### src/supply_status_regs.svh
// register offsets, field positions and widths for the supply status bank
`ifndef SUPPLY_STATUS_REGS_SVH
`define SUPPLY_STATUS_REGS_SVH

`define OV_FLAGS_A_ADDR     8'hE2
`define OV_FLAGS_B_ADDR     8'hE3
`define UV_FLAGS_A_ADDR     8'hE4
`define UV_FLAGS_B_ADDR     8'hE5
`define LIM_FLAGS_A_ADDR    8'hE6
`define LIM_FLAGS_B_ADDR    8'hE7
`define LOGIC_LEVELS_ADDR   8'hE8

`define STATUS_RESET        8'h00
`define UNMAPPED_READ       8'h00

`define SUPPLY_COUNT        5
`define DUAL_COUNT          5
`define LIMIT_COUNT         10
`define COMP_COUNT          30

`define FLAG_A_DUAL_LSB     5
`define FLAG_B_USED_W       2
`define FLAG_B_PAD_W        6
`define LEVELS_USED_W       5
`define LEVELS_PAD_W        3

`endif

### src/supply_status_pkg.sv
// shared types for the supply status bank
package supply_status_pkg;

  typedef logic [7:0] status_byte_t;

  typedef enum logic [2:0] {
    SEL_NONE,
    SEL_OV_A,
    SEL_OV_B,
    SEL_UV_A,
    SEL_UV_B,
    SEL_LIM_A,
    SEL_LIM_B,
    SEL_LEVELS
  } reg_sel_e;

endpackage

### src/comparator_sync.sv
// two-flop synchroniser for asynchronous comparator outputs
`timescale 1ns/100ps
`include "supply_status_regs.svh"

module comparator_sync
  import supply_status_pkg::*;
(
  input  wire logic                    clk,
  input  wire logic                    reset_n,
  input  wire logic [`COMP_COUNT-1:0]  async_in,
  output logic      [`COMP_COUNT-1:0]  sync_out
);

  logic [`COMP_COUNT-1:0] meta_q;

  genvar i;
  generate
    for (i = 0; i < `COMP_COUNT; i = i + 1)
    begin : g_bit
      // first stage feeds only the second
      always_ff @(posedge clk)
      begin
        if (!reset_n)
        begin
          meta_q[i]   <= 1'b0;
          sync_out[i] <= 1'b0;
        end
        else
        begin
          meta_q[i]   <= async_in[i];
          sync_out[i] <= meta_q[i];
        end
      end
    end
  endgenerate

endmodule

### src/black_box_snapshot.sv
// snapshot of the status bytes taken on each engine state change
`timescale 1ns/100ps
`include "supply_status_regs.svh"

module black_box_snapshot
  import supply_status_pkg::*;
(
  input  wire logic          clk,
  input  wire logic          reset_n,
  input  wire logic          capture,
  input  wire status_byte_t  ov_a,
  input  wire status_byte_t  ov_b,
  input  wire status_byte_t  uv_a,
  input  wire status_byte_t  uv_b,
  input  wire status_byte_t  lim_a,
  input  wire status_byte_t  lim_b,
  input  wire status_byte_t  levels,
  output status_byte_t       snap_ov_a,
  output status_byte_t       snap_ov_b,
  output status_byte_t       snap_uv_a,
  output status_byte_t       snap_uv_b,
  output status_byte_t       snap_lim_a,
  output status_byte_t       snap_lim_b,
  output status_byte_t       snap_levels
);

  // holds until the next state change, unlike the live bytes
  always_ff @(posedge clk)
  begin
    if (!reset_n)
    begin
      snap_ov_a   <= `STATUS_RESET;
      snap_ov_b   <= `STATUS_RESET;
      snap_uv_a   <= `STATUS_RESET;
      snap_uv_b   <= `STATUS_RESET;
      snap_lim_a  <= `STATUS_RESET;
      snap_lim_b  <= `STATUS_RESET;
      snap_levels <= `STATUS_RESET;
    end
    else if (capture) // [RULE_12]
    begin
      snap_ov_a   <= ov_a;
      snap_ov_b   <= ov_b;
      snap_uv_a   <= uv_a;
      snap_uv_b   <= uv_b;
      snap_lim_a  <= lim_a;
      snap_lim_b  <= lim_b;
      snap_levels <= levels;
    end
  end

  a_snap_capture: assert property (@(posedge clk) disable iff (!reset_n) // [RULE_12]
    capture |=> (snap_ov_a == $past(ov_a)) && (snap_uv_a == $past(uv_a))
      && (snap_lim_a == $past(lim_a)) && (snap_levels == $past(levels)))
    else $error("snapshot did not take the status bytes");

  a_snap_hold: assert property (@(posedge clk) disable iff (!reset_n) // [RULE_12]
    !capture |=> $stable(snap_ov_b) && $stable(snap_uv_b) && $stable(snap_lim_b))
    else $error("snapshot changed without a state change");

endmodule

### src/supply_status_warning_regs.sv
// live supply status registers, warning aggregation and snapshot hookup
// Behaviour
// RULE_01: warning is the OR of all ADC limit flags and secondary detector outputs.
// RULE_02: secondary detectors count only when their dual input is a logic input.
// RULE_03: status registers read any time, show live state, ignore writes.
// RULE_04: first over register bits 0-3 positive supplies 1-4, bit 4 high voltage.
// RULE_05: first over bits 5-7 dual inputs 1-3 or supply 1-3 secondary warning.
// RULE_06: second over bit 0 dual 4 / supply 4, bit 1 dual 5 / high voltage.
// RULE_07: first under register mirrors first over mapping for undervoltage.
// RULE_08: second under bit 0 dual 4 / supply 4, bit 1 dual 5 / high voltage.
// RULE_09: first limit register holds channel flags, supply 1 at bit 0 up to dual 3.
// RULE_10: second limit register holds dual 4 and 5 flags in bits 0 and 1.
// RULE_11: logic level register shows conditioned dual inputs 1-5 in bits 0-4.
// RULE_12: each engine state change copies all status bytes into snapshot registers.
// RULE_13: unusable status bits read zero; writes to status registers do nothing.
`timescale 1ns/100ps
`include "supply_status_regs.svh"

module supply_status_warning_regs
  import supply_status_pkg::*;
(
  input  wire logic                     clk,
  input  wire logic                     reset_n,
  input  wire logic [3:0]               over_flag_positive,
  input  wire logic                     over_flag_high,
  input  wire logic [`DUAL_COUNT-1:0]   over_flag_dual,
  input  wire logic [`SUPPLY_COUNT-1:0] over_flag_secondary,
  input  wire logic [3:0]               under_flag_positive,
  input  wire logic                     under_flag_high,
  input  wire logic [`DUAL_COUNT-1:0]   under_flag_dual,
  input  wire logic [`SUPPLY_COUNT-1:0] under_flag_secondary,
  input  wire logic [`DUAL_COUNT-1:0]   dual_function_is_logic,
  input  wire logic [`LIMIT_COUNT-1:0]  limit_flag,
  input  wire logic [`DUAL_COUNT-1:0]   logic_level_dual,
  input  wire logic                     sequencing_engine_step,
  input  wire logic [7:0]               reg_addr,
  input  wire logic                     reg_rd,
  input  wire logic                     reg_wr,
  input  wire logic [7:0]               reg_wdata,
  output status_byte_t                  reg_rdata,
  output logic                          reg_rvalid,
  output logic                          sequencing_engine_warning,
  output status_byte_t                  snap_ov_a,
  output status_byte_t                  snap_ov_b,
  output status_byte_t                  snap_uv_a,
  output status_byte_t                  snap_uv_b,
  output status_byte_t                  snap_lim_a,
  output status_byte_t                  snap_lim_b,
  output status_byte_t                  snap_levels
);

  logic [`COMP_COUNT-1:0]   comp_raw;
  logic [`COMP_COUNT-1:0]   comp_s;
  logic [`SUPPLY_COUNT-1:0] ov_pri;
  logic [`DUAL_COUNT-1:0]   ov_dual;
  logic [`SUPPLY_COUNT-1:0] ov_sec;
  logic [`SUPPLY_COUNT-1:0] uv_pri;
  logic [`DUAL_COUNT-1:0]   uv_dual;
  logic [`SUPPLY_COUNT-1:0] uv_sec;
  logic [`SUPPLY_COUNT-1:0] ov_sec_live;
  logic [`SUPPLY_COUNT-1:0] uv_sec_live;
  logic [`DUAL_COUNT-1:0]   ov_ext;
  logic [`DUAL_COUNT-1:0]   uv_ext;
  logic                     warning_d;
  status_byte_t             ov_a_q;
  status_byte_t             ov_b_q;
  status_byte_t             uv_a_q;
  status_byte_t             uv_b_q;
  status_byte_t             lim_a_q;
  status_byte_t             lim_b_q;
  status_byte_t             levels_q;
  status_byte_t             rdata_d;
  reg_sel_e                 sel;
  logic                     wdata_unused;

  // comparators are analog and asynchronous to clk
  assign comp_raw = {under_flag_secondary, under_flag_dual, under_flag_high,
                     under_flag_positive, over_flag_secondary, over_flag_dual,
                     over_flag_high, over_flag_positive};

  comparator_sync u_sync (
    .clk      (clk),
    .reset_n  (reset_n),
    .async_in (comp_raw),
    .sync_out (comp_s)
  );

  assign ov_pri  = comp_s[4:0];
  assign ov_dual = comp_s[9:5];
  assign ov_sec  = comp_s[14:10];
  assign uv_pri  = comp_s[19:15];
  assign uv_dual = comp_s[24:20];
  assign uv_sec  = comp_s[29:25];

  // a pin in detector mode has no secondary detector behind it
  assign ov_sec_live = ov_sec & dual_function_is_logic; // [RULE_02]
  assign uv_sec_live = uv_sec & dual_function_is_logic; // [RULE_02]

  // shared bit slots: dual detector or secondary warning, per pin mode
  assign ov_ext = ov_sec_live | (ov_dual & ~dual_function_is_logic); // [RULE_05] [RULE_06]
  assign uv_ext = uv_sec_live | (uv_dual & ~dual_function_is_logic); // [RULE_07] [RULE_08]

  assign warning_d = (|limit_flag) | (|ov_sec_live) | (|uv_sec_live); // [RULE_01]

  // live bytes refreshed every cycle; nothing here latches a fault
  always_ff @(posedge clk)
  begin
    if (!reset_n)
    begin
      ov_a_q <= `STATUS_RESET;
      ov_b_q <= `STATUS_RESET;
    end
    else
    begin
      ov_a_q <= {ov_ext[2:0], ov_pri}; // [RULE_04] [RULE_05] [RULE_03]
      ov_b_q <= {{`FLAG_B_PAD_W{1'b0}}, ov_ext[4:3]}; // [RULE_06] [RULE_13]
    end
  end

  always_ff @(posedge clk)
  begin
    if (!reset_n)
    begin
      uv_a_q <= `STATUS_RESET;
      uv_b_q <= `STATUS_RESET;
    end
    else
    begin
      uv_a_q <= {uv_ext[2:0], uv_pri}; // [RULE_07] [RULE_03]
      uv_b_q <= {{`FLAG_B_PAD_W{1'b0}}, uv_ext[4:3]}; // [RULE_08] [RULE_13]
    end
  end

  // limit flags arrive already judged against their sense setting
  always_ff @(posedge clk)
  begin
    if (!reset_n)
    begin
      lim_a_q <= `STATUS_RESET;
      lim_b_q <= `STATUS_RESET;
    end
    else
    begin
      lim_a_q <= limit_flag[7:0]; // [RULE_09]
      lim_b_q <= {{`FLAG_B_PAD_W{1'b0}}, limit_flag[9:8]}; // [RULE_10] [RULE_13]
    end
  end

  always_ff @(posedge clk)
  begin
    if (!reset_n)
      levels_q <= `STATUS_RESET;
    else
      levels_q <= {{`LEVELS_PAD_W{1'b0}}, logic_level_dual}; // [RULE_11] [RULE_13]
  end

  always_ff @(posedge clk)
  begin
    if (!reset_n)
      sequencing_engine_warning <= 1'b0;
    else
      sequencing_engine_warning <= warning_d; // [RULE_01]
  end

  // address decode
  always_comb
  begin
    if (reg_addr == `OV_FLAGS_A_ADDR)
      sel = SEL_OV_A;
    else if (reg_addr == `OV_FLAGS_B_ADDR)
      sel = SEL_OV_B;
    else if (reg_addr == `UV_FLAGS_A_ADDR)
      sel = SEL_UV_A;
    else if (reg_addr == `UV_FLAGS_B_ADDR)
      sel = SEL_UV_B;
    else if (reg_addr == `LIM_FLAGS_A_ADDR)
      sel = SEL_LIM_A;
    else if (reg_addr == `LIM_FLAGS_B_ADDR)
      sel = SEL_LIM_B;
    else if (reg_addr == `LOGIC_LEVELS_ADDR)
      sel = SEL_LEVELS;
    else
      sel = SEL_NONE;
  end

  always_comb
  begin
    case (sel)
      SEL_OV_A:   rdata_d = ov_a_q;
      SEL_OV_B:   rdata_d = ov_b_q;
      SEL_UV_A:   rdata_d = uv_a_q;
      SEL_UV_B:   rdata_d = uv_b_q;
      SEL_LIM_A:  rdata_d = lim_a_q;
      SEL_LIM_B:  rdata_d = lim_b_q;
      SEL_LEVELS: rdata_d = levels_q;
      default:    rdata_d = `UNMAPPED_READ;
    endcase
  end

  // writes are accepted by the port but change nothing here
  assign wdata_unused = reg_wr & (|reg_wdata); // [RULE_13]

  always_ff @(posedge clk)
  begin
    if (!reset_n)
    begin
      reg_rdata  <= `STATUS_RESET;
      reg_rvalid <= 1'b0;
    end
    else
    begin
      reg_rvalid <= reg_rd;
      if (reg_rd)
        reg_rdata <= rdata_d; // [RULE_03]
    end
  end

  black_box_snapshot u_snap (
    .clk         (clk),
    .reset_n     (reset_n),
    .capture     (sequencing_engine_step),
    .ov_a        (ov_a_q),
    .ov_b        (ov_b_q),
    .uv_a        (uv_a_q),
    .uv_b        (uv_b_q),
    .lim_a       (lim_a_q),
    .lim_b       (lim_b_q),
    .levels      (levels_q),
    .snap_ov_a   (snap_ov_a),
    .snap_ov_b   (snap_ov_b),
    .snap_uv_a   (snap_uv_a),
    .snap_uv_b   (snap_uv_b),
    .snap_lim_a  (snap_lim_a),
    .snap_lim_b  (snap_lim_b),
    .snap_levels (snap_levels)
  );

  a_warn_or_all: assert property (@(posedge clk) disable iff (!reset_n) // [RULE_01]
    ##1 sequencing_engine_warning == $past((|limit_flag)
      | (|(comp_s[14:10] & dual_function_is_logic))
      | (|(comp_s[29:25] & dual_function_is_logic))))
    else $error("warning is not the OR of limits and secondary detectors");

  a_sec_gated: assert property (@(posedge clk) disable iff (!reset_n) // [RULE_02]
    (dual_function_is_logic == 5'h00 && limit_flag == 10'h000)
      |=> !sequencing_engine_warning)
    else $error("secondary detector active in detector mode");

  a_ov_a_map: assert property (@(posedge clk) disable iff (!reset_n) // [RULE_04]
    ##1 ov_a_q[4:0] == $past(comp_s[4:0]))
    else $error("primary overvoltage bits misplaced");

  a_ov_dual_sel: assert property (@(posedge clk) disable iff (!reset_n) // [RULE_05]
    !dual_function_is_logic[0] |=> ov_a_q[5] == $past(comp_s[5]))
    else $error("dual input overvoltage not shown in detector mode");

  a_flag_b_pad: assert property (@(posedge clk) disable iff (!reset_n) // [RULE_13]
    (ov_b_q[7:2] == 6'h00) && (uv_b_q[7:2] == 6'h00)
      && (lim_b_q[7:2] == 6'h00) && (levels_q[7:5] == 3'h0))
    else $error("unusable status bits not zero");

  a_uv_b_map: assert property (@(posedge clk) disable iff (!reset_n) // [RULE_08]
    dual_function_is_logic[4] |=> uv_b_q[1] == $past(comp_s[29]))
    else $error("high voltage undervoltage warning misplaced");

  a_lim_map: assert property (@(posedge clk) disable iff (!reset_n) // [RULE_09]
    ##1 (lim_a_q == $past(limit_flag[7:0])) && (lim_b_q[1:0] == $past(limit_flag[9:8])))
    else $error("limit flags misplaced");

  a_levels_live: assert property (@(posedge clk) disable iff (!reset_n) // [RULE_11]
    ##1 levels_q[4:0] == $past(logic_level_dual))
    else $error("logic levels not live");

  a_read_data: assert property (@(posedge clk) disable iff (!reset_n) // [RULE_03]
    (reg_rd && reg_addr == 8'hE7) |=> reg_rvalid && reg_rdata == $past(lim_b_q))
    else $error("read returned wrong status byte");

  a_write_ignored: assert property (@(posedge clk) disable iff (!reset_n) // [RULE_13]
    (reg_wr && !reg_rd) |=> $stable(reg_rdata) && !reg_rvalid)
    else $error("write disturbed read data");

  a_unmapped_zero: assert property (@(posedge clk) disable iff (!reset_n) // [RULE_13]
    (reg_rd && (reg_addr < 8'hE2 || reg_addr > 8'hE8)) |=> reg_rdata == 8'h00)
    else $error("unmapped read not zero");

  a_ov_sec_sel: assert property (@(posedge clk) disable iff (!reset_n) // [RULE_05]
    dual_function_is_logic[0] |=> ov_a_q[5] == $past(comp_s[10]))
    else $error("secondary overvoltage warning not shown in logic mode");

  a_ov_b_dual: assert property (@(posedge clk) disable iff (!reset_n) // [RULE_06]
    (dual_function_is_logic[4:3] == 2'b00) |=> ov_b_q[1:0] == $past(comp_s[9:8]))
    else $error("dual input overvoltage misplaced in second byte");

  a_ov_b_sec: assert property (@(posedge clk) disable iff (!reset_n) // [RULE_06]
    (dual_function_is_logic[4:3] == 2'b11) |=> ov_b_q[1:0] == $past(comp_s[14:13]))
    else $error("secondary overvoltage warning misplaced in second byte");

  a_uv_a_map: assert property (@(posedge clk) disable iff (!reset_n) // [RULE_07]
    ##1 uv_a_q[4:0] == $past(comp_s[19:15]))
    else $error("primary undervoltage bits misplaced");

  a_uv_dual_sel: assert property (@(posedge clk) disable iff (!reset_n) // [RULE_07]
    !dual_function_is_logic[2] |=> uv_a_q[7] == $past(comp_s[22]))
    else $error("dual input undervoltage not shown in detector mode");

  a_warn_limit: assert property (@(posedge clk) disable iff (!reset_n) // [RULE_01]
    (|limit_flag) |=> sequencing_engine_warning)
    else $error("limit flag did not raise the warning");

  a_rdata_hold: assert property (@(posedge clk) disable iff (!reset_n) // [RULE_03]
    !reg_rd |=> $stable(reg_rdata) && !reg_rvalid)
    else $error("read data moved without a read");

endmodule

### config.mk
export PLATFORM = sky130hd
export DESIGN_NAME = supply_status_warning_regs
export DESIGN_NICKNAME = d
export VERILOG_FILES = /design/src/supply_status_pkg.sv /design/src/comparator_sync.sv /design/src/black_box_snapshot.sv /design/src/supply_status_warning_regs.sv
export VERILOG_INCLUDE_DIRS = /design/src
export SDC_FILE = /design/constraint.sdc
export NUM_CORES = 1
export LEC_CHECK = 0
export BUFFER_PORTS_ARGS = -buffer_cell sky130_fd_sc_hd__buf_2
export CORE_ASPECT_RATIO = 0.7
export CORE_UTILIZATION = 35
export DETAILED_ROUTE_END_ITERATION = 6
export GPL_ROUTABILITY_DRIVEN = 0
export HOLD_SLACK_MARGIN = 0.05
export PLACE_DENSITY_LB_ADDON = 0.08
export SYNTH_ARGS = -nofsm -noshare
export SYNTH_HDL_FRONTEND = slang
export SYNTH_SLANG_ARGS = --single-unit
### constraint.sdc
create_clock -name clk -period 1.1 [get_ports clk]
set_input_delay 0.055 -clock clk [delete_from_list [all_inputs] [get_ports clk]]
set_output_delay 0.055 -clock clk [all_outputs]
set_load 0.01 [all_outputs]
Yosys cells after proc, flatten, opt, wreduce, memory -nomap -nowiden
Index checks and enable logic that the tools add are counted.

Flip-flop bits (word level): 182. Bits in latches: 0. Bits in writable memories: 0. ROM bits: 0. Bits of input ports: 71. Memories: 0.

Add/sub/neg operators: 0. $mul: 0. Divide/modulo/power cells: 0. Order comparisons: 0. Eq/ne operators: 14. Shifts and indexed selects: 0. Mux-type cells: 8. Bitwise operators: 9. Reductions and logical operators: 3.

Operators by type and width (number): $eq A8 B8 Y1 const B (7); $pmux W8 S7 (1); $mux W3 (7); $and A5 B5 Y5 (4); $eq A3 B3 Y1 const B (4); $or A5 B5 Y5 (2); $reduce_or A10 Y1 (1); $reduce_or A5 Y1 (2); $eq A3 B2 Y1 const B (2); $not A5 Y5 (1); $eq A3 B1 Y1 const B (1); $or A1 B1 Y1 (2).

Depth between registers and ports, before layout
Gate-level depths: netlist of the first run.

Word-level depth: 10. Depth in mapped cells: 6. Mapped depth without buffers: 4.

Modules after synthesis
Synthesis of the first run repeated with hierarchy kept, for this count alone.

Cells, all modules: 478. Area total of the unflattened synthesis: 5581.6 sq um.

By module, submodules not included: black_box_snapshot (times used 1, cells an instance 180, area an instance 2134.5 sq um, seq. area each 1121.1 sq um); supply_status_warning_regs (times used 1, cells an instance 172, area an instance 1780.5 sq um, seq. area each 900.9 sq um); comparator_sync (times used 1, cells an instance 126, area an instance 1666.6 sq um, seq. area each 1201.2 sq um).

Least setup slack after synthesis of the first run
Ideal clock, no wire load.

Path type: input to register. From: input reg_addr[2]. To: register reg_rdata[0]. Library setup time: 0.059 ns. Arrival time: 1.102 ns. Path slack: -0.061 ns. Stages: 5. Cell sequence: buf_6 > or4b_4 > a211oi_2 > o311ai_1 > nand2_1.

Longest elaborated chain between the ends: 10. Elaborated cells on any way between the ends: 22. Those cells by class: 14 x eq/ne; 8 x mux.

Ends and longest elaborated chain: from (decl) (line supply_status_warning_regs.sv:36) `input wire logic [7:0] reg_addr,`; $eq A8 B8 Y1 (no line); $mux W3 (line supply_status_warning_regs.sv:180) `` else if (reg_addr == `LOGIC_LEVELS_ADDR) ``; $mux W3 (line supply_status_warning_regs.sv:178) `` else if (reg_addr == `LIM_FLAGS_B_ADDR) ``; $mux W3 (line supply_status_warning_regs.sv:176) `` else if (reg_addr == `LIM_FLAGS_A_ADDR) ``; $mux W3 (line supply_status_warning_regs.sv:174) `` else if (reg_addr == `UV_FLAGS_B_ADDR) ``; $mux W3 (line supply_status_warning_regs.sv:172) `` else if (reg_addr == `UV_FLAGS_A_ADDR) ``; $mux W3 (line supply_status_warning_regs.sv:170) `` else if (reg_addr == `OV_FLAGS_B_ADDR) ``; $mux W3 (*) (line supply_status_warning_regs.sv:168) `` if (reg_addr == `OV_FLAGS_A_ADDR) ``; $eq A3 B3 Y1 (tied with other cells) (line supply_status_warning_regs.sv:188) `case (sel)`; $pmux W8 S7 (*) (line supply_status_warning_regs.sv:188); to (signal assigned) (line supply_status_warning_regs.sv:207) `` reg_rdata <= `STATUS_RESET; ``; to (signal assigned) (line supply_status_warning_regs.sv:214) `reg_rdata <= rdata_d;`; to (decl) (line supply_status_warning_regs.sv:40) `output status_byte_t reg_rdata,`.

Every way passes the cells marked *; elsewhere a longest branch is shown, timed or not. A chain may end at the register's enable or synchronous reset.

Worst setup path after layout of the first run
From: register uv_a_q[1]. To: register reg_rdata[1].

Longest elaborated chain between the ends: 1.

Ends and longest elaborated chain: from (decl) (line supply_status_warning_regs.sv:67) `status_byte_t uv_a_q;`; from (signal assigned) (line supply_status_warning_regs.sv:124) `` uv_a_q <= `STATUS_RESET; ``; from (signal assigned) (line supply_status_warning_regs.sv:129) `uv_a_q <= {uv_ext[2:0], uv_pri};`; $pmux W8 S7 (line supply_status_warning_regs.sv:188).

Every way passes these cells.

==> results.md, run 1 <==
* Startpoint types: register
* # clock sinks at between 100 and 150
* Area taken by multi-input logic gates at about 0.0019 mm²
* Final hold violation count at 0
* Crit-path max cell delay at around 0.41 ns
* RSZ-0062 raised after global routing: true
* Max-Cap Viols at 0
* Crit share post-route at 100%
* CP arrival at 1.46 ns
* Fin cells at slightly above 800
* Ant. Diodes at 0
* DRT iter0 DRCs at 136
* Vias post-DR at 3,268
* Clock-pin transition on the worst setup and hold timing paths at around 0.060 ns
* Maximum fanout along the worst path at 2
* Ys Warns at 0
* Vias in the first global route at around 3,200
* FF+latch area at roughly 0.0028 mm²
* Residual DRC count at 0
* CTS Buf Count at 17
* PnR worst setup slack at -0.00227 ns
* Worst setup path category: register to register
* CP Cell Sequence: or4bb_1 > a21oi_2 > o31ai_2 > nand2_1
* Endpoints failing setup at 1
* Util after Layout at about half
* Vias per inst at between 4 and 5
* Static Leakage at 3.06 nW
* Initial Util at 36.5%
* GR Overflow Total at 0
* Final ANT Viol Nets at 0
* Die area at 0.0145 mm²
* CORE AREA at between 0.01 and 0.015 mm²
* Setup Skew at roughly 0.0066 ns
* Layout net count at ~680
* Pwr/cell area at between 1500 and 2000 mW/mm²
* CP endpoint kind: register
* Yosys top cell area share at between 50% and 60%
* #FFs+latches synth at 140
* Synth area leaders: dfxtp_1 (57%), and2_1 (11%), mux2i_1 (9.8%)
* Worst hold slack at 0.0393 ns
* Unique cell type count in the Yosys netlist at 36
* Final Max Tran Viols at 0
* Clock buffer depth at 2
* Post-detail-place hpwl at 7280 µm
* Clock network latency to the later pin of the worst-skew pair at 0.41 ns
* H-tree depth at 4
* Type of the worst min-delay path: input pin to register
* Status: finished with violations
* Die X at 143 µm
* Area growth syn-to-layout at 39.4%
* VDD IR max at between 1 and 1.5 mV
* Total routed wirelength at ~10,000 µm
* Synth Instances at roughly 440
* Number of placed instances, taps included at approximately 720
* Initial antenna violation count at 0
* Syn avg cell area at about 11 µm²
* CTS tree: done
* Worst path slowest cell: or4bb_1
* Sequential area share after synthesis at between 50% and 60%
* Largest net degree at the start of global routing at 74
* Critical path's top delay family: simple AND/OR/NAND/NOR gates
* Filler cell count in the final layout at around 1,300
* CP Buf/Inv Count at 0
* DR WL/cell at around 13 µm
* Ports at 137
* Relative slew slack at roughly three fifths
* Synth Cell Area at 0.00489 mm²
* First drt pass iteration count at 4
* GRT Util Overall at between 15 and 20%
* Peak Freq at around 0.9 GHz
* Post-synth top area cell: dfxtp_1
* First-pass GRT wire length at ~16,000 µm
* Failing checks: negative setup slack
* Row cnt at 35
* Final Critical Period at 1.10 ns
* CTS Hold Bufs at just over 50
* Port Buf Inserts at approximately 110
* Share of cells above drive strength 1 at between 20% and 30%
* Root Driver: clkbuf_16
* Least-Margin Pin Slew at ~0.62 ns
* Required @ worst endpoint at between 1 and 1.5 ns
* Die H at 101 µm
==> cells by family (layout without fill, tap and decap cells) <==
kind of cell | after synthesis | in the layout | share of synthesized area, %
mux | 55 | 55 | 11.4
buf+inv | 47 | 212 | 5.60
compound gates | 28 | 28 | 4.63
other cells | 1 | 21 | 0.0766
flops | 140 | 140 | 57.3
simple gates | 164 | 164 | 21.0
==> synthesized netlist by cell type, drive strengths merged <==
cell type / instances
dfxtp: 140
and2: 85
nor2b: 49
mux2i: 48
buf: 30
clkbuf: 15
nand2: 10
a22o: 9
mux2: 7
o21ai: 6
a22oi: 4
nand4b: 3
nor4: 3
a21oi: 2
inv: 2
nand2b: 2
nand4: 2
nor3b: 2
or4bb: 2
a2111oi: 1
a211oi: 1
and3: 1
conb: 1
nor2: 1
nor3: 1
o21a: 1
o21bai: 1
o22ai: 1
o311ai: 1
o31ai: 1
or2: 1
or3b: 1
or4b: 1
==> placed cells by master, fill, tap and decap left out, types with 2 or more instances in the layout <==
cell,netlist,layout
nor4_1,3,2
inv_1,2,2
a22o_1,9,9
and2_1,85,85
o21ai_0,6,5
nand2b_1,2,2
a21oi_2,0,2
buf_12,0,4
nand4_1,2,2
clkbuf_16,0,17
buf_2,6,106
nor3b_1,2,2
nand4b_1,3,3
clkinvlp_4,0,3
mux2i_1,48,48
dlygate4sd3_1,0,51
dfxtp_1,140,133
mux2_2,7,7
buf_4,22,17
clkinv_4,0,4
inv_6,0,2
dfxtp_2,0,7
nand2_1,10,10
conb_1,1,21
bufinv_16,0,2
nor2b_1,49,49
or4bb_1,2,2
a22oi_1,4,4
inv_8,0,2
==> worst register-to-register path, cell delays in order, from the launching register on <==
cell	delay, ns
dfxtp_2	0.33
or4bb_1	0.41
a21oi_2	0.15
o31ai_2	0.08
nand2_1	0.08
==> state kept, by name, summed over array words and instances (netlist names), 5 cells and up <==
register	flops
levels_q	5
lim_a_q	8
ov_a_q	8
reg_rdata	8
u_snap.snap_levels	5
u_snap.snap_lim_a	8
u_snap.snap_ov_a	8
u_snap.snap_uv_a	8
u_sync.meta_q	30
u_sync.sync_out	30
uv_a_q	8
==> through the flow <==
step,TNS (ns),cell area [µm²],worst slack [ns],power [mW]
detailed placement,-1.41,5670,-0.207,6.16
global placement,-1.23,5670,-0.194,6.15
finish,-0.00227,6820,-0.00227,11.9
floorplan,-0.0255,4970,-0.0255,5.90
CTS,-0.00748,6810,-0.00748,12.0
global route,-0.140,6820,-0.0648,12.4
==> final cells by class <==
cell class / count / area share [%]
Multi-Input combinational cell: 268 / 28.2
Tap cell: 185 / 3.39
Sequential cell: 140 / 41.2
Inverter: 2 / 0.110
Timing Repair Buffer: 178 / 18.3
Clock inverter: 13 / 2.31
Clock buffer: 19 / 6.49
==> final timing paths <==
path,start,to,slack (ns),cells after the start
max,uv_a_q[1],reg_rdata[1],-0.002,4
max reg2reg,uv_a_q[1],reg_rdata[1],-0.002,4
min reg2reg,u_sync.meta_q[24],u_sync.sync_out[24],0.43,1
min,reg_rd,reg_rdata[2],0.04,4
==> per-layer routing <==
layer  global-route usage (%)  up-vias  wire [µm]
li1                         -     1741          -
met1                     20.8     1442       5500
met2                     22.0       78       4340
met3                     4.47        7        420
met4                     7.36        0        105
met5                        0        -          0
==> power breakdown <==
group / switching [mW] / internal, mW
logic: 0.355 / 0.484
clock network: 2.24 / 3.45
registers: 0.0814 / 5.27
total: 2.67 / 9.20
==> repair_timing <==
action,CTS,global route
hold endpoints to repair,61,1
setup buffers,0,0
pin swaps,6,2
gates resized for setup,8,6
endpoints found under the setup margin,3,5
No activity file was read; power rests on OpenSTA's default activity.
==> run 2: changes to the inputs <==
--- a/config.mk
+++ b/config.mk
@@ -7,8 +7,11 @@
 export NUM_CORES = 1
 export LEC_CHECK = 0
 export BUFFER_PORTS_ARGS = -buffer_cell sky130_fd_sc_hd__buf_2
+export CELL_PAD_IN_SITES_DETAIL_PLACEMENT = 1
+export CELL_PAD_IN_SITES_GLOBAL_PLACEMENT = 2
 export CORE_ASPECT_RATIO = 0.7
-export CORE_UTILIZATION = 35
+export CORE_UTILIZATION = 29
+export CTS_CLUSTER_DIAMETER = 100
 export DETAILED_ROUTE_END_ITERATION = 6
 export GPL_ROUTABILITY_DRIVEN = 0
 export HOLD_SLACK_MARGIN = 0.05
==> run 2 against run 1 <==
The run still ends with negative setup slack left. Die area increased by 20%. Cell count increased by 5.8%. Fmax decreased by 1.4%. Clock power decreased by 1%. Sequential share of layout area decreased by 0.39 points. Clock skew increased by 0.0052 ns. Critical path depth unchanged.
==> results.md, run 2 (synthesis gave the netlist of run 1 again) <==
* Startpoint types: register
* Ant. Diodes at 0
* Initial antenna violation count at 0
* Setup TNS at -0.0183 ns
* Static Leakage at approximately 3 nW
* Setup Skew at about 0.012 ns
* H-tree depth at 4
* Reg-to-Reg End: reg_rdata[1]
* Endpoints failing setup at 1
* Ports at between 100 and 150
* Vias per inst at around 4
* Root Driver: clkbuf_16
* Reg2reg path depth at 4
* Layout net count at just under 700
* FF+latch area at between 0.002 and 0.003 mm²
* Vias in the first global route at between 3,000 and 4,000
* Relative slew slack at 65.4%
* First drt pass iteration count at 4
* Crit share post-route at 102%
* Share of cells above drive strength 1 at slightly below 30%
* Row cnt at 39
* Pwr/cell area at roughly 1700 mW/mm²
* First-pass GRT wire length at about 18,000 µm
* Post-CTS setup buffers at 0
* CTS Buf Count at 17
* Logic pwr share at 7.2%
* Met2 Use GR at 21.0%
* Final ANT Viol Nets at 0
* Port Buf Inserts at 106
* Clock buffer depth at 2
* Post-detail-place hpwl at ~8300 µm
* Hold Crit Depth at 4
* Final Max Tran Viols at 0
* Clock-pin transition on the worst setup and hold timing paths at 0.06 ns
* Area growth syn-to-layout at 40.6%
* Least-Margin Pin Slew at around 0.51 ns
* Total routed wirelength at ~11,000 µm
* Type of the worst min-delay path: input pin to register
* Most frequent cells in the layout: dfxtp_1 (135), buf_2 (106), and2_1 (85), dlygate4sd3_1 (51), nor2b_1 (49)
* Most common cell after layout, fill and taps aside: dfxtp_1
* Initial Util at around 30%
* Area taken by multi-input logic gates at 0.00192 mm²
* Final Instance Area at 0.00688 mm²
* Residual DRC count at 0
* Hold wc startpoint: reg_rd
* Switch share at 23.8%
* Peak Freq at between 0.8 and 0.9 GHz
* CP arrival at ~1.5 ns
* Largest net degree at the start of global routing at 76
* Status: finished with violations
* CP endpoint kind: register
* Final hold violation count at 0
* Busiest grt layer: met2
* Clock network latency to the later pin of the worst-skew pair at around 0.42 ns
* Filler cell count in the final layout at 1,830
* RSZ-0062 raised after global routing: true
* Regs by FF count: u_sync.meta_q x30, u_sync.sync_out x30
* Required @ worst endpoint at about 1.5 ns
* Die area at approximately 0.017 mm²
* DRT iter0 DRCs at between 100 and 150
* GRT Util Overall at 14.1%
* GR Overflow Total at 0
* Met3 Track Usage GR at 3.67%
* Switch Pwr at 2.81 mW
* Vias post-DR at 3,393
* CORE AREA at roughly 0.016 mm²
* Reg power frac at between 40 and 50%
* Fin cells at approximately 850
* GRT met1 Usage at between 10% and 20%
* Final Critical Period at approximately 1.1 ns
* # clock sinks at 140
* R2R Setup Slk at -0.02 ns
* PnR worst setup slack at -0.0183 ns
* Placed cell area at approximately 0.0058 mm²
* Crit Reg-Reg Startpoint: uv_a_q[1]
* CTS tree: done
* VDD IR max at between 0.7 and 0.8 mV
* Worst Hold End: reg_rdata[0]
* Failing checks: negative setup slack
* Maximum fanout along the worst path at 2
* Die H at 111 µm
* Number of placed instances, taps included at a little under 800
* Internal power at between 9 and 10 mW
* Clock power frac at a little under half
* Max-Cap Viols at 0
* DR WL/cell at between 10 and 15 µm
* Die X at ~160 µm
* Worst setup path category: register to register
==> run 2: area by class of cell <==
| class | count | area share (%) |
|---|---|---|
| Clock buffer | 18 | 6.38 |
| Clock inverter | 14 | 2.15 |
| Inverter | 2 | 0.109 |
| Multi-Input combinational cell | 268 | 27.9 |
| Sequential cell | 140 | 40.8 |
| Tap cell | 225 | 4.09 |
| Timing Repair Buffer | 185 | 18.5 |
==> run 2: power groups by stage <==
| stage | logic [mW] | registers, mW | clock network [mW] |
|---|---|---|---|
| 2_1_floorplan | 0.458 | 5.44 | 0 |
| 3_3_place_gp | 0.704 | 5.46 | 0 |
| 3_5_place_dp | 0.717 | 5.47 | 0 |
| 4_1_cts | 0.865 | 5.35 | 5.80 |
| 5_1_grt | 0.945 | 5.37 | 6.02 |
| 6_report | 0.848 | 5.35 | 5.63 |
==> run 2: worst max-delay path, stage by stage, from the launching register on <==
cell and delay (ns):
dfxtp_2 0.34, or4bb_1 0.41, a21oi_2 0.16, o31ai_2 0.09, nand2_1 0.08
==> run 2: how the worst max path moves through the flow <==
| stage | startpoint | to | slack, ns |
|---|---|---|---|
| floorplan | reg_addr[2] | reg_rdata[0] | -0.03 |
| global placement | limit_flag[1] | sequencing_engine_warning | -0.22 |
| detailed placement | reg_addr[2] | reg_rdata[0] | -0.23 |
| CTS | uv_a_q[1] | reg_rdata[1] | -0.03 |
| global route | uv_a_q[1] | reg_rdata[1] | -0.08 |
| finish | uv_a_q[1] | reg_rdata[1] | -0.02 |
==> run 2: timing repair <==
item | in CTS | in global routing
gates cloned | 0 | 0
pin swaps | 5 | 1
setup endpoints to repair | 3 | 5
endpoints found under the hold margin | 57 | 0
resized for setup | 11 | 2
hold buffers | 51 | 0
==> run 2: per-stage QoR <==
step	setup WS (ns)	power [mW]	hold slack (ns)	util [%]
2_1_floorplan	-0.0255	5.90	0.177	-
3_3_place_gp	-0.219	6.17	0.264	35.1
3_5_place_dp	-0.234	6.18	0.266	35.1
4_1_cts	-0.0284	12.0	0.0646	41.9
5_1_grt	-0.0841	12.3	0.107	42.0
6_report	-0.0183	11.8	0.0739	42.0
==> run 2: per-layer routing <==
| layer | routed length, µm | vias up |
|---|---|---|
| met3 | 502 | 12 |
| met1 | 5800 | 1552 |
| li1 | - | 1750 |
| met5 | 0 | - |
| met2 | 5030 | 79 |
| met4 | 153 | 0 |
==> run 3: changes to the inputs <==
--- a/config.mk
+++ b/config.mk
@@ -15,7 +15,7 @@
 export DETAILED_ROUTE_END_ITERATION = 6
 export GPL_ROUTABILITY_DRIVEN = 0
 export HOLD_SLACK_MARGIN = 0.05
-export PLACE_DENSITY_LB_ADDON = 0.08
+export PLACE_DENSITY = 0.72
 export SYNTH_ARGS = -nofsm -noshare
 export SYNTH_HDL_FRONTEND = slang
 export SYNTH_SLANG_ARGS = --single-unit
==> run 3 against run 2 <==
The run still ends with negative setup slack left. Largest cell class unchanged. Routed wire length grew 4.7%. Worst setup slack lost 0.021 ns. Combinational power is essentially flat. Hold slack is essentially flat. Via count grew 0.80%. Sequential cell count is the same. Non-clock buffer count shrank 10. Fmax shrank 1.9%. Clock skew shrank 0.0025 ns.
==> results.md, run 3 (synthesis gave the netlist of run 1 again) <==
* Regs by FF count: u_sync.meta_q x30, u_sync.sync_out x30
* Required @ worst endpoint at 1.38 ns
* Most frequent cells in the layout: dfxtp_1 (132), buf_2 (105), and2_1 (85), dlygate4sd3_1 (52)
* Die area at ~0.017 mm²
* Clock-pin transition on the worst setup and hold timing paths at around 0.060 ns
* Crit share post-route at 104%
* Pwr/cell area at 1800 mW/mm²
* Startpoint types: register
* Clock buffer depth at 2
* Maximum fanout along the worst path at 2
* Vias in the first global route at around 3,600
* Port Buf Inserts at approximately 110
* Pwr Total at 12.4 mW
* First-pass GRT wire length at ~19,000 µm
* Worst setup path category: register to register
* Final ANT Viol Nets at 0
* DRT iter0 DRCs at 91
* Number of placed instances, taps included at 760
* Util after Layout at 42.1%
* Type of the worst min-delay path: input pin to register
* Post-detail-place hpwl at 8460 µm
* Vias post-DR at 3,420
* Relative slew slack at roughly 63%
* Largest net degree at the start of global routing at 81
* Final Critical Period at about 1.1 ns
* Final Max Tran Viols at 0
* Peak Freq at between 0.8 and 0.9 GHz
* Share of cells above drive strength 1 at between 20% and 30%
* Static Leakage at ~3.1 nW
* CP arrival at about 1.4 ns
* Least-Margin Pin Slew at about 0.55 ns
* Vias per inst at a little over 4
* Die H at 111 µm
* Die X at 157 µm
* Row cnt at 39
* Ports at ~140
* Initial Util at 29.8%
* Setup Skew at 0.00929 ns
* Max-Cap Viols at 0
* Ant. Diodes at 0
* Layout net count at roughly 680
* H-tree depth at 4
* Status: finished with violations
* RSZ-0062 raised after global routing: true
* Initial antenna violation count at 0
* Final hold violation count at 0
* Failing checks: negative setup slack
* Total routed wirelength at 12,000 µm
* Clock network latency to the later pin of the worst-skew pair at 0.42 ns
* Root Driver: clkbuf_16
* # clock sinks at 140
* Residual DRC count at 0
* VDD IR max at 0.687 mV
* Placed cell area at roughly 0.0057 mm²
* PnR worst setup slack at -0.0395 ns
* Fin cells at between 800 and 900
* Endpoints failing setup at 2
* CP endpoint kind: register
* DR WL/cell at approximately 14 µm
* CTS tree: done
* Final Instance Area at 0.00690 mm²
* Filler cell count in the final layout at 1,816
* Post-CTS setup buffers at 0
* CTS Buf Count at 17
* First drt pass iteration count at 4
* CORE AREA at 0.0164 mm²
* Area growth syn-to-layout at 40.9%
* GR Overflow Total at 0
* GRT Util Overall at around 15%
* Most common cell after layout, fill and taps aside: dfxtp_1
==> run 3: cell types whose count changed in the layout (fill, tap and decap cells not counted), moves of 2 or more <==
cell | previous run | this run
clkinvlp_4 | 3 | 0
dfxtp_2 | 5 | 8
buf_4 | 26 | 16
inv_8 | 3 | 6
inv_6 | 6 | 4
bufinv_16 | 1 | 3
dfxtp_1 | 135 | 132
==> run 3: per-layer routing <==
metal,global-route usage (%),routed length (µm)
met4,6.15,143
met1,19.6,6130
met3,3.48,468
met5,0,0
met2,22.1,5280
==> run 3: critical path, cell delays in order (launching register included) <==
cell and delay (ns):
dfxtp_2 0.34, mux2i_1 0.20, nor3b_2 0.08, o311ai_2 0.29, nand2_1 0.10
==> run 3: area by class of cell <==
cell class	count	area, µm²	area share, %
well taps	225	282	4.08
inverters	2	7.51	0.109
flip-flops and latches	140	2810	40.8
clock inverters	15	218	3.16
repair buffers	175	1210	17.5
clock buffers	17	425	6.17
multi-input cells	268	1950	28.2
==> run 3: final timing paths <==
path,startpoint,to,slack (ns),depth (start not counted)
hold reg to reg,u_sync.meta_q[19],u_sync.sync_out[19],0.43,1
setup / recovery,lim_a_q[0],reg_rdata[0],-0.04,4
hold / removal,reg_rd,reg_rdata[6],0.07,3
setup reg to reg,lim_a_q[0],reg_rdata[0],-0.04,4
==> run 3: power breakdown <==
| part | total (mW) | internal, mW | switching, mW | leakage (nW) |
|---|---|---|---|---|
| sequential | 5.35 | 5.26 | 0.0886 | 1.15 |
| clock | 6.19 | 3.71 | 2.47 | 0.317 |
| combinational | 0.849 | 0.470 | 0.378 | 1.60 |
| total | 12.4 | 9.45 | 2.94 | 3.07 |
==> run 3: what timing repair did <==
item | in CTS | in global routing
hold endpoints to repair | 61 | 4
pin swaps | 4 | 7
hold buffers | 52 | 1
endpoints found under the setup margin | 3 | 6
gates resized for setup | 9 | 10
==> run 3: through the flow <==
step / hold slack [ns] / TNS, ns / setup slack, ns
2_1_floorplan: 0.177 / -0.0255 / -0.0255
3_3_place_gp: 0.266 / -1.16 / -0.220
3_5_place_dp: 0.266 / -1.29 / -0.234
4_1_cts: 0.0287 / -0.0171 / -0.0145
5_1_grt: 0.0758 / -0.205 / -0.0993
6_report: 0.0739 / -0.0473 / -0.0395
